## src/rtctc_pkg.sv

```systemverilog
// Functional notes
// - Tick from crystal or line divider
// - Source and line rate from control
// - Control write restarts source divider
// - Cold reset: counts undefined, alarms off
// - Relock restarts divider with fresh phase
// - All registers on I/O bus
// - Unlocked: counting stops, counts writable
// - Locked: counting runs, counts read-only
// - Reset leaves block locked and counting
// - Reset keeps time count contents
// - Binary or packed BCD per format bit
// - Seconds BCD tens 0-5, ones 0-9
// - Minutes BCD tens 0-5, ones 0-9
// - Hours 24-hour, binary 00h-17h
// - Weekday 1-7, upper nibble reads zero
// - Month day from one, 01h-1Fh
// - Leap correction only in BCD mode
// - Compare each advance and on relock
package rtctc_pkg;

  // ----------------------------------------------------------------
  // Register map
  // ----------------------------------------------------------------
  localparam logic [7:0] RTCTC_SEC_ADDR  = 8'hE0;
  localparam logic [7:0] RTCTC_MIN_ADDR  = 8'hE1;
  localparam logic [7:0] RTCTC_HRS_ADDR  = 8'hE2;
  localparam logic [7:0] RTCTC_DOW_ADDR  = 8'hE3;
  localparam logic [7:0] RTCTC_DOM_ADDR  = 8'hE4;
  localparam logic [7:0] RTCTC_CTRL_ADDR = 8'hEF;

  // ----------------------------------------------------------------
  // Control fields and reset value
  // ----------------------------------------------------------------
  localparam int         RTCTC_UNLOCK_BIT = 0;
  localparam int         RTCTC_BCD_BIT    = 1;
  localparam int         RTCTC_FREQ_BIT   = 2;  // 1: 50 Hz line, 0: 60 Hz line
  localparam int         RTCTC_SRC_BIT    = 3;  // 1: power line, 0: crystal
  localparam logic [7:0] RTCTC_CTRL_RST   = 8'h00;
  localparam logic [7:0] RTCTC_CTRL_MASK  = 8'h0F;

  // ----------------------------------------------------------------
  // Counter limits
  // ----------------------------------------------------------------
  localparam logic [7:0] RTCTC_ZERO         = 8'h00;
  localparam logic [7:0] RTCTC_ONE          = 8'h01;
  localparam logic [7:0] RTCTC_SEC_LAST_BIN = 8'h3B;
  localparam logic [7:0] RTCTC_SEC_LAST_BCD = 8'h59;
  localparam logic [7:0] RTCTC_HRS_LAST_BIN = 8'h17;
  localparam logic [7:0] RTCTC_HRS_LAST_BCD = 8'h23;
  localparam logic [7:0] RTCTC_DOW_LAST     = 8'h07;
  localparam logic [7:0] RTCTC_DOW_MASK     = 8'h0F;
  localparam logic [7:0] RTCTC_DOM_LAST_BIN = 8'h1F;
  localparam logic [3:0] RTCTC_BCD_NINE     = 4'h9;

  // ----------------------------------------------------------------
  // Source rates, in edges per second
  // ----------------------------------------------------------------
  localparam int RTCTC_CRYSTAL_HZ = 32768;
  localparam int RTCTC_LINE50_HZ  = 50;
  localparam int RTCTC_LINE60_HZ  = 60;

  typedef enum logic {RTCTC_SRC_CRYSTAL, RTCTC_SRC_LINE} rtctc_src_t;

endpackage : rtctc_pkg

```

## src/rtctc_core.sv

```systemverilog
`timescale 1ns/1ps
`default_nettype none
module rtctc_core #(
  parameter int CRYSTAL_DIV = rtctc_pkg::RTCTC_CRYSTAL_HZ,
  parameter int LINE50_DIV  = rtctc_pkg::RTCTC_LINE50_HZ,
  parameter int LINE60_DIV  = rtctc_pkg::RTCTC_LINE60_HZ
) (
  // Clock and reset
  input  wire logic       MCLK,
  input  wire logic       SRST,
  input  wire logic       PWR_COLD,
  // Processor I/O bus
  input  wire logic [7:0] IO_ADDR,
  input  wire logic [7:0] IO_WDATA,
  input  wire logic       IO_WR,
  input  wire logic       IO_RD,
  output logic      [7:0] IO_RDATA,
  // Count sources
  input  wire logic       OSC_CLK,
  input  wire logic [4:0] MONTH_DAYS,
  // Alarm side
  output logic            CMP_STB,
  output logic            ALARMS_OFF
);
  import rtctc_pkg::*;

  // ----------------------------------------------------------------
  // Declarations
  // ----------------------------------------------------------------
  logic [7:0] ctrl_q;
  logic [7:0] sec_q;
  logic [7:0] min_q;
  logic [7:0] hrs_q;
  logic [7:0] dow_q;
  logic [7:0] dom_q;
  logic [7:0] rdata_d;
  logic       osc_q;
  logic       osc_rise;
  logic       div_tick;
  logic       ctrl_wr;
  logic       relock_wr;
  logic       unlock;
  logic       bcd;
  logic       advance;
  logic       sec_wrap;
  logic       min_wrap;
  logic       hrs_wrap;
  logic [7:0] sec_last;
  logic [7:0] hrs_last;
  logic [7:0] dom_last;
  logic [7:0] min_step;
  logic [7:0] dom_step;
  logic       wr_sec;
  logic       wr_min;
  logic       wr_hrs;
  logic       wr_dow;
  logic       wr_dom;

  // ----------------------------------------------------------------
  // Helpers
  // ----------------------------------------------------------------
  // One step of a wrapping counter in either number form
  function automatic logic [7:0] rtctc_step(input logic [7:0] v,
                                            input logic [7:0] first,
                                            input logic [7:0] last,
                                            input logic       in_bcd);
    if (v == last)
      return first;
    else if (in_bcd && v[3:0] == RTCTC_BCD_NINE)
      return {v[7:4] + 4'h1, 4'h0};
    else
      return v + RTCTC_ONE;
  endfunction : rtctc_step

  // Binary day count to packed BCD, tens never above three
  function automatic logic [7:0] rtctc_to_bcd(input logic [4:0] b);
    logic [4:0] ones;
    logic [3:0] tens;
    ones = b;
    tens = 4'h0;
    for (int i = 0; i < 3; i++) begin
      if (ones >= 5'd10) begin
        ones = ones - 5'd10;
        tens = tens + 4'h1;
      end
    end
    return {tens, ones[3:0]};
  endfunction : rtctc_to_bcd

  initial begin
    if (LINE50_DIV == LINE60_DIV)
      $error("rtctc_core: line divisors must differ");
  end

  // ----------------------------------------------------------------
  // Bus decode
  // ----------------------------------------------------------------
  // Count writes only land while unlocked; locked writes fall away
  assign ctrl_wr   = IO_WR && IO_ADDR == RTCTC_CTRL_ADDR;
  assign relock_wr = ctrl_wr && !IO_WDATA[RTCTC_UNLOCK_BIT];
  assign unlock    = ctrl_q[RTCTC_UNLOCK_BIT];
  assign bcd       = ctrl_q[RTCTC_BCD_BIT];
  assign wr_sec    = IO_WR && unlock && IO_ADDR == RTCTC_SEC_ADDR;
  assign wr_min    = IO_WR && unlock && IO_ADDR == RTCTC_MIN_ADDR;
  assign wr_hrs    = IO_WR && unlock && IO_ADDR == RTCTC_HRS_ADDR;
  assign wr_dow    = IO_WR && unlock && IO_ADDR == RTCTC_DOW_ADDR;
  assign wr_dom    = IO_WR && unlock && IO_ADDR == RTCTC_DOM_ADDR;

  // ----------------------------------------------------------------
  // Control register
  // ----------------------------------------------------------------
  // Reset always returns to locked, counting, crystal source
  always_ff @(posedge MCLK) begin
    if (SRST)
      ctrl_q <= RTCTC_CTRL_RST;
    else if (ctrl_wr)
      ctrl_q <= IO_WDATA & RTCTC_CTRL_MASK;
  end

  // ----------------------------------------------------------------
  // Source edge and divider
  // ----------------------------------------------------------------
  // Oscillator pin is already synchronous; only its rising edge counts
  always_ff @(posedge MCLK) begin
    // No reset term, so a pin that idles high never fakes an edge
    osc_q <= OSC_CLK;
  end

  assign osc_rise = OSC_CLK && !osc_q;

  // Any control write restarts the phase; relocking also re-enables it
  rtctc_divider #(
    .CRYSTAL_DIV (CRYSTAL_DIV),
    .LINE50_DIV  (LINE50_DIV),
    .LINE60_DIV  (LINE60_DIV)
  ) u_div (
    .clk      (MCLK),
    .srst     (SRST),
    .restart  (ctrl_wr),
    .run      (!unlock),
    .src_line (ctrl_q[RTCTC_SRC_BIT] == 1'(RTCTC_SRC_LINE)),
    .line_50  (ctrl_q[RTCTC_FREQ_BIT]),
    .src_edge (osc_rise),
    .tick     (div_tick)
  );

  // ----------------------------------------------------------------
  // Carry chain
  // ----------------------------------------------------------------
  // Wrap points follow the number form; the month length comes from
  // the calendar outside and is only honoured in BCD form, so binary
  // form runs every month to the 31st
  always_comb begin
    sec_last = bcd ? RTCTC_SEC_LAST_BCD : RTCTC_SEC_LAST_BIN;
    hrs_last = bcd ? RTCTC_HRS_LAST_BCD : RTCTC_HRS_LAST_BIN;
    if (bcd)
      dom_last = rtctc_to_bcd(MONTH_DAYS);
    else
      dom_last = RTCTC_DOM_LAST_BIN;
  end

  // Stray tick during an unlock is dropped, so counting truly stops
  assign advance  = div_tick && !unlock;
  assign sec_wrap = sec_q == sec_last;
  assign min_wrap = sec_wrap && min_q == sec_last;
  assign hrs_wrap = min_wrap && hrs_q == hrs_last;

  // Next values of the carried counters, shared by registers and checks
  assign min_step = rtctc_step(min_q, RTCTC_ZERO, sec_last, bcd);
  assign dom_step = rtctc_step(dom_q, RTCTC_ONE, dom_last, bcd);

  // ----------------------------------------------------------------
  // Time count registers
  // ----------------------------------------------------------------
  // No reset term: the time survives a system reset
  always_ff @(posedge MCLK) begin
    if (wr_sec)
      sec_q <= IO_WDATA;
    else if (advance)
      sec_q <= rtctc_step(sec_q, RTCTC_ZERO, sec_last, bcd);
  end

  // Minutes step on the seconds wrap
  always_ff @(posedge MCLK) begin
    if (wr_min)
      min_q <= IO_WDATA;
    else if (advance && sec_wrap)
      min_q <= min_step;
  end

  // Hours in 24-hour form step on the minutes wrap
  always_ff @(posedge MCLK) begin
    if (wr_hrs)
      hrs_q <= IO_WDATA;
    else if (advance && min_wrap)
      hrs_q <= rtctc_step(hrs_q, RTCTC_ZERO, hrs_last, bcd);
  end

  // Weekday keeps its upper nibble zero even on a wild write
  always_ff @(posedge MCLK) begin
    if (wr_dow)
      dow_q <= IO_WDATA & RTCTC_DOW_MASK;
    else if (advance && hrs_wrap)
      dow_q <= rtctc_step(dow_q, RTCTC_ONE, RTCTC_DOW_LAST, bcd);
  end

  // Month day restarts at one after the last day
  always_ff @(posedge MCLK) begin
    if (wr_dom)
      dom_q <= IO_WDATA;
    else if (advance && hrs_wrap)
      dom_q <= dom_step;
  end

  // ----------------------------------------------------------------
  // Read path
  // ----------------------------------------------------------------
  // Unmapped addresses read as zero
  always_comb begin
    case (IO_ADDR)
      RTCTC_SEC_ADDR:  rdata_d = sec_q;
      RTCTC_MIN_ADDR:  rdata_d = min_q;
      RTCTC_HRS_ADDR:  rdata_d = hrs_q;
      RTCTC_DOW_ADDR:  rdata_d = dow_q & RTCTC_DOW_MASK;
      RTCTC_DOM_ADDR:  rdata_d = dom_q;
      RTCTC_CTRL_ADDR: rdata_d = ctrl_q;
      default:         rdata_d = RTCTC_ZERO;
    endcase
  end

  // Read data lands one edge after the strobe and then stands
  always_ff @(posedge MCLK) begin
    if (SRST)
      IO_RDATA <= RTCTC_ZERO;
    else if (IO_RD)
      IO_RDATA <= rdata_d;
  end

  // ----------------------------------------------------------------
  // Alarm side
  // ----------------------------------------------------------------
  // Compare request on every advance and on any write that clears unlock
  always_ff @(posedge MCLK) begin
    if (SRST)
      CMP_STB <= 1'b0;
    else
      CMP_STB <= advance || relock_wr;
  end

  // Cold reset disables alarms until software relocks the block
  always_ff @(posedge MCLK) begin
    if (SRST && PWR_COLD)
      ALARMS_OFF <= 1'b1;
    else if (!SRST && relock_wr)
      ALARMS_OFF <= 1'b0;
  end

  // ----------------------------------------------------------------
  // Checks
  // ----------------------------------------------------------------
  a_reset_locked: assert property (@(posedge MCLK)
    SRST |=> ctrl_q == RTCTC_CTRL_RST && !CMP_STB)
    else $error("block not locked after reset");

  a_locked_wr_drop: assert property (@(posedge MCLK) disable iff (SRST)
    (IO_WR && !unlock && IO_ADDR == RTCTC_SEC_ADDR && !advance) |=> $stable(sec_q))
    else $error("locked write changed seconds");

  a_unlocked_hold: assert property (@(posedge MCLK) disable iff (SRST)
    (unlock && !IO_WR) [*2] |=> $stable(sec_q) && $stable(hrs_q))
    else $error("count moved while unlocked");

  a_sec_wrap: assert property (@(posedge MCLK) disable iff (SRST)
    (advance && sec_q == sec_last && !IO_WR) |=> sec_q == RTCTC_ZERO
      && min_q == $past(min_step))
    else $error("seconds wrap or minute carry wrong");

  a_hrs_wrap: assert property (@(posedge MCLK) disable iff (SRST)
    (advance && hrs_wrap && !IO_WR) |=> hrs_q == RTCTC_ZERO
      && dom_q == $past(dom_step))
    else $error("hour wrap or day carry wrong");

  a_dow_nibble: assert property (@(posedge MCLK) disable iff (SRST)
    wr_dow |=> dow_q[7:4] == 4'h0)
    else $error("weekday upper nibble not zero");

  a_relock_cmp: assert property (@(posedge MCLK) disable iff (SRST)
    relock_wr |=> CMP_STB && !ALARMS_OFF)
    else $error("relock did not force a compare");

  a_tick_cmp: assert property (@(posedge MCLK) disable iff (SRST)
    (div_tick && !unlock && !IO_WR) |=> CMP_STB && !$stable(sec_q))
    else $error("locked tick did not advance seconds");

  a_read_data: assert property (@(posedge MCLK) disable iff (SRST)
    (IO_RD && IO_ADDR == RTCTC_CTRL_ADDR && !IO_WR) |=> IO_RDATA == ctrl_q)
    else $error("control read back wrong");

  // Read data stands between strobes
  a_rdata_hold: assert property (@(posedge MCLK) disable iff (SRST)
    !IO_RD |=> $stable(IO_RDATA))
    else $error("read data moved without a read");

  // A frozen count never asks for a compare
  a_unlock_nocmp: assert property (@(posedge MCLK) disable iff (SRST)
    (unlock && !IO_WR) |=> !CMP_STB)
    else $error("compare strobe while unlocked");

  // Divider gives no tick while the block is unlocked
  a_div_stopped: assert property (@(posedge MCLK) disable iff (SRST)
    unlock |=> !div_tick)
    else $error("divider ticked while unlocked");

  // Power-loss reset leaves every alarm disabled
  a_cold_alarms: assert property (@(posedge MCLK)
    (SRST && PWR_COLD) |=> ALARMS_OFF)
    else $error("alarms not disabled by cold reset");

  // Control write lands with its unused bits cleared
  a_ctrl_lands: assert property (@(posedge MCLK) disable iff (SRST)
    ctrl_wr |=> ctrl_q == ($past(IO_WDATA) & RTCTC_CTRL_MASK))
    else $error("control write lost");

  // Unlocked count writes win over a same-cycle advance
  a_sec_lands: assert property (@(posedge MCLK) disable iff (SRST)
    wr_sec |=> sec_q == $past(IO_WDATA))
    else $error("seconds write lost");

  // Minutes write lands whole
  a_min_lands: assert property (@(posedge MCLK) disable iff (SRST)
    wr_min |=> min_q == $past(IO_WDATA))
    else $error("minutes write lost");

  // Hours write lands whole
  a_hrs_lands: assert property (@(posedge MCLK) disable iff (SRST)
    wr_hrs |=> hrs_q == $past(IO_WDATA))
    else $error("hours write lost");

  // Month day write lands whole
  a_dom_lands: assert property (@(posedge MCLK) disable iff (SRST)
    wr_dom |=> dom_q == $past(IO_WDATA))
    else $error("month day write lost");

  // Weekday write lands with its reserved nibble cleared
  a_dow_lands: assert property (@(posedge MCLK) disable iff (SRST)
    wr_dow |=> dow_q == ($past(IO_WDATA) & RTCTC_DOW_MASK))
    else $error("weekday write lost");

endmodule : rtctc_core
`default_nettype wire

```

## src/rtctc_divider.sv

```systemverilog
`timescale 1ns/1ps
`default_nettype none
module rtctc_divider #(
  parameter int CRYSTAL_DIV = 32768,
  parameter int LINE50_DIV  = 50,
  parameter int LINE60_DIV  = 60
) (
  // Clock and reset
  input  wire logic          clk,
  input  wire logic          srst,
  // Control
  input  wire logic          restart,
  input  wire logic          run,
  input  wire logic          src_line,
  input  wire logic          line_50,
  // Source edge and tick out
  input  wire logic          src_edge,
  output logic               tick
);
  import rtctc_pkg::*;

  typedef enum logic {RTCTC_DIV_HOLD, RTCTC_DIV_RUN} rtctc_div_t;

  rtctc_div_t  state_q;
  logic [15:0] count_q;
  logic [15:0] limit;

  initial begin
    if (CRYSTAL_DIV < 2 || CRYSTAL_DIV > 65536 || LINE50_DIV < 2 || LINE60_DIV < 2)
      $error("rtctc_divider: divisor out of range");
  end

  // ----------------------------------------------------------------
  // Divider
  // ----------------------------------------------------------------
  // Terminal count for the chosen source
  always_comb begin
    if (src_line)
      limit = line_50 ? 16'(LINE50_DIV - 1) : 16'(LINE60_DIV - 1);
    else
      limit = 16'(CRYSTAL_DIV - 1);
  end

  // Hold while stopped; a restart always begins from phase zero
  always_ff @(posedge clk) begin
    if (srst || restart) begin
      state_q <= RTCTC_DIV_HOLD;
      count_q <= 16'h0000;
      tick    <= 1'b0;
    end else begin
      tick <= 1'b0;
      case (state_q)
        RTCTC_DIV_HOLD: begin
          count_q <= 16'h0000;
          if (run) state_q <= RTCTC_DIV_RUN;
        end
        RTCTC_DIV_RUN: begin
          if (!run) begin
            state_q <= RTCTC_DIV_HOLD;
          end else if (src_edge) begin
            if (count_q >= limit) begin
              count_q <= 16'h0000;
              tick    <= 1'b1;
            end else begin
              count_q <= count_q + 16'h0001;
            end
          end
        end
        default: state_q <= RTCTC_DIV_HOLD;
      endcase
    end
  end

  // Restart must leave the phase at zero
  a_div_restart: assert property (@(posedge clk) disable iff (srst)
    restart |=> (count_q == 16'h0000) && !tick)
    else $error("divider not cleared by restart");

endmodule : rtctc_divider
`default_nettype wire

```

## config.mk

```make
export PLATFORM = sky130hd
export DESIGN_NAME = rtctc_core
export DESIGN_NICKNAME = d
export VERILOG_FILES = /design/src/rtctc_pkg.sv /design/src/rtctc_core.sv /design/src/rtctc_divider.sv
export SDC_FILE = /design/constraint.sdc
export NUM_CORES = 1
export LEC_CHECK = 0
export ABC_AREA = 1
export BUFFER_PORTS_ARGS = -buffer_cell sky130_fd_sc_hd__buf_2
export CORE_ASPECT_RATIO = 1.75
export CORE_UTILIZATION = 62
export CTS_BUF_LIST = sky130_fd_sc_hd__clkbuf_16
export DETAILED_ROUTE_END_ITERATION = 10
export PLACE_DENSITY = 0.81
export SETUP_SLACK_MARGIN = 0.5
export SLEW_MARGIN = 10
export SYNTH_ARGS = -nofsm -noshare
export SYNTH_HDL_FRONTEND = slang
export SYNTH_HIERARCHICAL = 1
export SYNTH_SLANG_ARGS = --single-unit
```

## constraint.sdc

```tcl
create_clock -name MCLK -period 4.5 [get_ports MCLK]
set_clock_uncertainty 0.15 [all_clocks]
set_input_delay 0.9 -clock MCLK [delete_from_list [all_inputs] [get_ports MCLK]]
set_output_delay 0.9 -clock MCLK [all_outputs]
set_load 0.005 [all_outputs]
```

# Word-level counts from Yosys, hierarchy flattened
# Index checks and enable logic that the tools add are counted.
[op_classes] reduce_logical=35 n_lt_le_gt_ge=4 n_bitwise=2 add_sub_neg=16 muxes=42 n_eq_ne=18
[op_table] operator="$mux W8" n=19
[op_table] operator="$mux W16" n=4
[op_table] operator="$eq A8 B8 Y1 const B" n=6
[op_table] operator="$pmux W8 S6" n=1
[op_table] operator="$add A8 B1 Y8 const B" n=5
[op_table] operator="$mux W4" n=8
[op_table] operator="$pmux W16 S2" n=1
[op_table] operator="$add A4 B1 Y4 const B" n=7
[op_table] operator="$logic_and A1 B1 Y1" n=22
[op_table] operator="$eq A4 B4 Y1 const B" n=5
[op_table] operator="$mux W5" n=4
[op_table] operator="$add A16 B1 Y16 const B" n=1
[op_table] operator="$eq A8 B7 Y1" n=2
[op_table] operator="$ge A16 B16 Y1" n=1
[op_table] operator="$ge A5 B4 Y1 const B" n=3
[op_table] operator="$reduce_bool A2 Y1" n=5
[op_table] operator="$sub A5 B4 Y5 const B" n=2
[op_table] operator="$eq A8 B3 Y1 const B" n=1
[op_table] operator="$eq A8 B6 Y1" n=1
[op_table] operator="$eq A8 B8 Y1" n=1
[op_table] operator="$mux W7" n=1
[op_table] operator="$mux W6" n=1
[op_table] operator="$logic_not A1 Y1" n=4
[op_table] operator="$ne A2 B2 Y1 const B" n=2
[op_table] operator="6 further kinds" n=10
[totals] in_bits=27 register_bits=73

# Logic depth before layout (Yosys ltp)
[depth] ltp_word=13 ltp_mapped=27 depth_no_buf=27

# Cells and area by module
# The synthesis kept the hierarchy.
[modules_own_cells] module="rtctc_core" n_inst=1 cells_each=557 area_per_inst_um2=4120.2
[modules_own_cells] module="rtctc_divider" n_inst=1 cells_each=221 area_per_inst_um2=1387.6

# Worst setup path before layout
# OpenSTA, ideal clock, no wires.
[synth_timing] kind="input to register" from="input MONTH_DAYS[2]" to="register dom_q[1], data pin" arrival_ns=3.003 required_ns=4.098 slack_ns=1.094 setup_ns=0.252 n_path_buf=0 stages=24 path_cell_list="inv_1 -> ha_1 -> inv_1 -> a21oi_1 -> nand3_1 -> nand2_4 -> nand2_8 -> nand2_4 -> nand2_4 -> nand2_2 -> nand2_2 -> ha_1 -> inv_1 -> nand3_1 -> nand2_1 -> inv_2 -> nand2_4 -> nand2_1 -> nand2_1 -> nand3_1 -> nor2_2 -> nand3_2 -> nand2_1 -> nand2_1"
[synth_via] elab_chain_len=13 word_cells_on_any_way=23 classes_between="add/sub: 5; order compare: 3; eq/ne: 1; mux: 14"
[synth_rtl] element="start: declaration" line="rtctc_core.sv:20" source="input wire logic [4:0] MONTH_DAYS,"
[synth_rtl] element="$sub A5 B4 Y5 / $ge A5 B4 Y1 (equally long branches)" line="rtctc_core.sv:83, rtctc_core.sv:82"
[synth_rtl] element="$mux W5 / $mux W1 (equally long branches)" line="rtctc_core.sv:82" source="if (ones >= 5'd10) begin"
[synth_rtl] element="$mux W5 / $mux W4 (equally long branches)" line="rtctc_core.sv:156" source="if (bcd)"
[synth_rtl] element="$sub A5 B4 Y5 (tied with other cells)" line="rtctc_core.sv:83" source="ones = ones - 5'd10;"
[synth_rtl] element="$mux W5 / $mux W4 (equally long branches)" line="rtctc_core.sv:82"
[synth_rtl] element="$mux W5 / $mux W4 (equally long branches)" line="rtctc_core.sv:156"
[synth_rtl] element="$sub A4 B4 Y4 (tied with other cells)" line="rtctc_core.sv:83"
[synth_rtl] element="$mux W4" line="rtctc_core.sv:82"
[synth_rtl] element="$mux W8 *" line="rtctc_core.sv:156"
[synth_rtl] element="$eq A8 B8 Y1 *" line="rtctc_core.sv:67" source="if (v == last)"
[synth_rtl] element="$mux W8 *" line="rtctc_core.sv:67"
[synth_rtl] element="$mux W8 *" line="rtctc_core.sv:211" source="else if (advance && hrs_wrap)"
[synth_rtl] element="$mux W8 *" line="rtctc_core.sv:209" source="if (wr_dom)"
[synth_rtl] element="end signal: assignment" line="rtctc_core.sv:212" source="dom_q <= dom_step;"
[synth_rtl] element="end: declaration" line="rtctc_core.sv:35" source="logic [7:0] dom_q;"
# Mark *: on every way between the ends. The rest lies on a longest branch, timed or not. The select of a mux whose other input is x is not followed.
# A chain may end at the register's enable or synchronous reset.

# Final worst setup path
[layout_timing] from="input MONTH_DAYS[2]" to="register dom_q[2], data pin"
# Same word-level chain as after synthesis.

==> impl_metrics.csv <==
group,metric,value,unit
run_status,status,"finished clean",
power_and_ir_drop,leakagePower,2.82,nW
synth,synthArstFlopShare,0,%
power_and_ir_drop,max-vdd-ir-drop,0.200,mV
routing,wl_met3,1300,um
final_layout,utilization,70.4,%
cts,cts_sinks,73,
sta,setup_ws,848,ps
global_route,grt_max_degree,20,
synth,avgSynthCellArea,7.08,um^2
routing,vias,5734,
synth,synth_common_cells,"nand2_1 (162), inv_1 (138), nor2_1 (60)",
synth,synthMostInstantiatedCell,"nand2_1",
sta,finalCritPeriodShare,81.1,%
critical_path,crit_arrival,3590,ps
global_route,antenna_found_initial,0,
sta,hold_ws,318,ps
sta,rsz0062_at_grt,"no",
routing,ant_nets,0,
critical_path,crit_buf_inv,5,
sta,fin_setup_tns,0,ps
place,portBuffers,36,
final_layout,drive_gt1_share,11.9,%
routing,drt-wirelength-per-cell,17.4,um
cts,clk_pin_slew_worst_paths,60,ps
sta,finalHoldViolCount,0,
synth,yosysTopAreaCell,"edfxtp_1",
cts,htreeDepth,3,
die,start_util,63.5,%
critical_path,slowest_delay,200,ps
critical_path,worst_path_dominant_cell_family,"simple AND/OR/NAND/NOR gates",
critical_path,worst-path-max-fanout,6,
die,rows,45,
sta,maxSlewViolCount,0,
die,fp.dieW,73.3,um
place,pre_cts_slack,562,ps
synth,ys_seq_area_share,33.1,%
synth,synth-warning-count,6,
synth,synth_edf_count,36,
sta,period_minus_slack,3650,ps
synth,syn_nets,839,
synth,synth_area_leaders,"edfxtp_1 (20%), dfxtp_1 (13%), nand2_1 (11%), inv_1 (9.4%), ha_1 (7.7%)",
die,core_area,8670,um^2
cts,cts_root_buffer,"clkbuf_16",
job,drv_cap,0,
place,place_hpwl,12500,um
routing,drc,0,
cts,numCtsBuffers,9,
cts,worstSkewPairLatency,340,ps
routing,dr.max_layer_used,"met4",
sta,relSlewSlack,26.2,%
final_layout,final_area,6100,um^2
cts,post_cts_buffers,0,
place,place_area,5800,um^2
hold_path,worstHoldPathType,"register to register",
synth,syn_inst,778,
final_layout,fin_nets,877,
sta,max_freq,0.274,GHz
routing,met2_length,8370,um
final_layout,syn_to_final_growth,10.8,%
critical_path,start_kind,"primary input",
sta,tightest_slew,1100,ps
sta,setup_viol,0,
die,die_h,127,um
routing,avgViaCountPerCell,6.11,
global_route,grt_pass1_vias,5620,
final_layout,diodes,0,
critical_path,end_kind,"register",
cts,ctsHoldBuffers,0,
cts,clock_path_buffers,2,
critical_path,cp_slowest_cell,"ha_1",
cts,ctsResizeCount,0,
critical_path,critPathKind,"primary input to register",
routing,drt_pass1_iterations,8,
routing,dr.first_iter.drc_count,586,
critical_path,required,4440,ps
routing,wl_met1,5570,um
die,io_pins,37,
global_route,groute.usage.overall,37.4,%
die,die_area,9280,um^2
global_route,gr-total-overflow,0,
synth,ys_types,44,
synth,syn_area,5510,um^2
global_route,grt_pass1_wl,26400,um
cts,cts_tree,"yes",
synth,synth-main-ff-cell,"dfxtp_1",
final_layout,fillers,770,
place,finalWeightedCongestion,1.07,
synth,ys_seq_elements,73,
critical_path,cpMostUsedCell,"nand2_1",
routing,routed_wl,16300,um
synth,synth_top_area_share,19.6,%
power_and_ir_drop,power_density,259,nW/um^2
final timing paths:
kind	startpoint	end	slack [ps]	cells past startpoint
worst max-delay path	MONTH_DAYS[2]	dom_q[2]	850	25
worst min-delay path	IO_RDATA[6]	IO_RDATA[6]	320	2
worst max register to register	ctrl_q[1]	dom_q[6]	1440	7
worst min register to register	IO_RDATA[6]	IO_RDATA[6]	320	2
power by group:
group | internal [W] | switching, W | total (W) | leakage, nW
registers | 0.000694 | 0.00000231 | 0.000697 | 0.623
logic | 0.0000459 | 0.000107 | 0.000153 | 2.04
clock network | 0.000440 | 0.000291 | 0.000732 | 0.153
total | 0.00118 | 0.000401 | 0.00158 | 2.82
cells by family after synthesis:
| kind of cell | count (synthesis) | synth area share (%) |
|---|---|---|
| AND/OR/NAND/NOR | 359 | 31.0 |
| buffers and inverters | 157 | 10.8 |
| AO/OA/AOI/OAI | 137 | 14.4 |
| flip-flops | 73 | 33.1 |
| adder cells (fa/ha/maj) | 34 | 7.72 |
| XOR/XNOR | 18 | 3.00 |
cells in the final DEF (no fill, tap or decap), types with 34 or more instances in the layout:
| cell | instances |
|---|---|
| inv_1 | 138 |
| nor2_1 | 60 |
| nand3_1 | 51 |
| dfxtp_1 | 37 |
| o21ai_0 | 46 |
| ha_1 | 34 |
| buf_2 | 36 |
| a21oi_1 | 41 |
| edfxtp_1 | 36 |
| nand2_1 | 162 |
area by class of cell:
class                   count  area (um^2)  area share, %
flip-flops and latches     73         1820           29.9
well taps                 117          146           2.40
multi-input cells         548         3090           50.7
clock buffers              11          275           4.51
repair buffers             36          180           2.95
inverters                 148          556           9.10
clock inverters             5         31.3          0.513
per-layer routing:
metal	global-route usage [%]	vias up
met5	0	-
met4	26.2	0
met3	7.55	84
met2	64.8	340
met1	39.1	2625
li1	-	2685
per-stage QoR:
step	std cells	power [W]
2_1_floorplan	778	0.000812
3_3_place_gp	922	0.000852
3_5_place_dp	922	0.000859
4_1_cts	938	0.00158
5_1_grt	938	0.00163
6_report	938	0.00158
sequential cells by signal (all words and copies together) (netlist names):
name           count
u_div/count_q     16
IO_RDATA           8
dom_q              8
dow_q              8
hrs_q              8
min_q              8
sec_q              8
ctrl_q             4
ALARMS_OFF         1
CMP_STB            1
osc_q              1
u_div/state_q      1
u_div/tick         1
worst reg2reg max path: stages (launching register included):
cell and delay (ps):
dfxtp_1 580, inv_1 390, nand4_1 120, a2111oi_0 520, inv_1 110, nor2_1 420
inv_1 120, nand2_1 320
No activity file was read; power rests on OpenSTA's default activity.
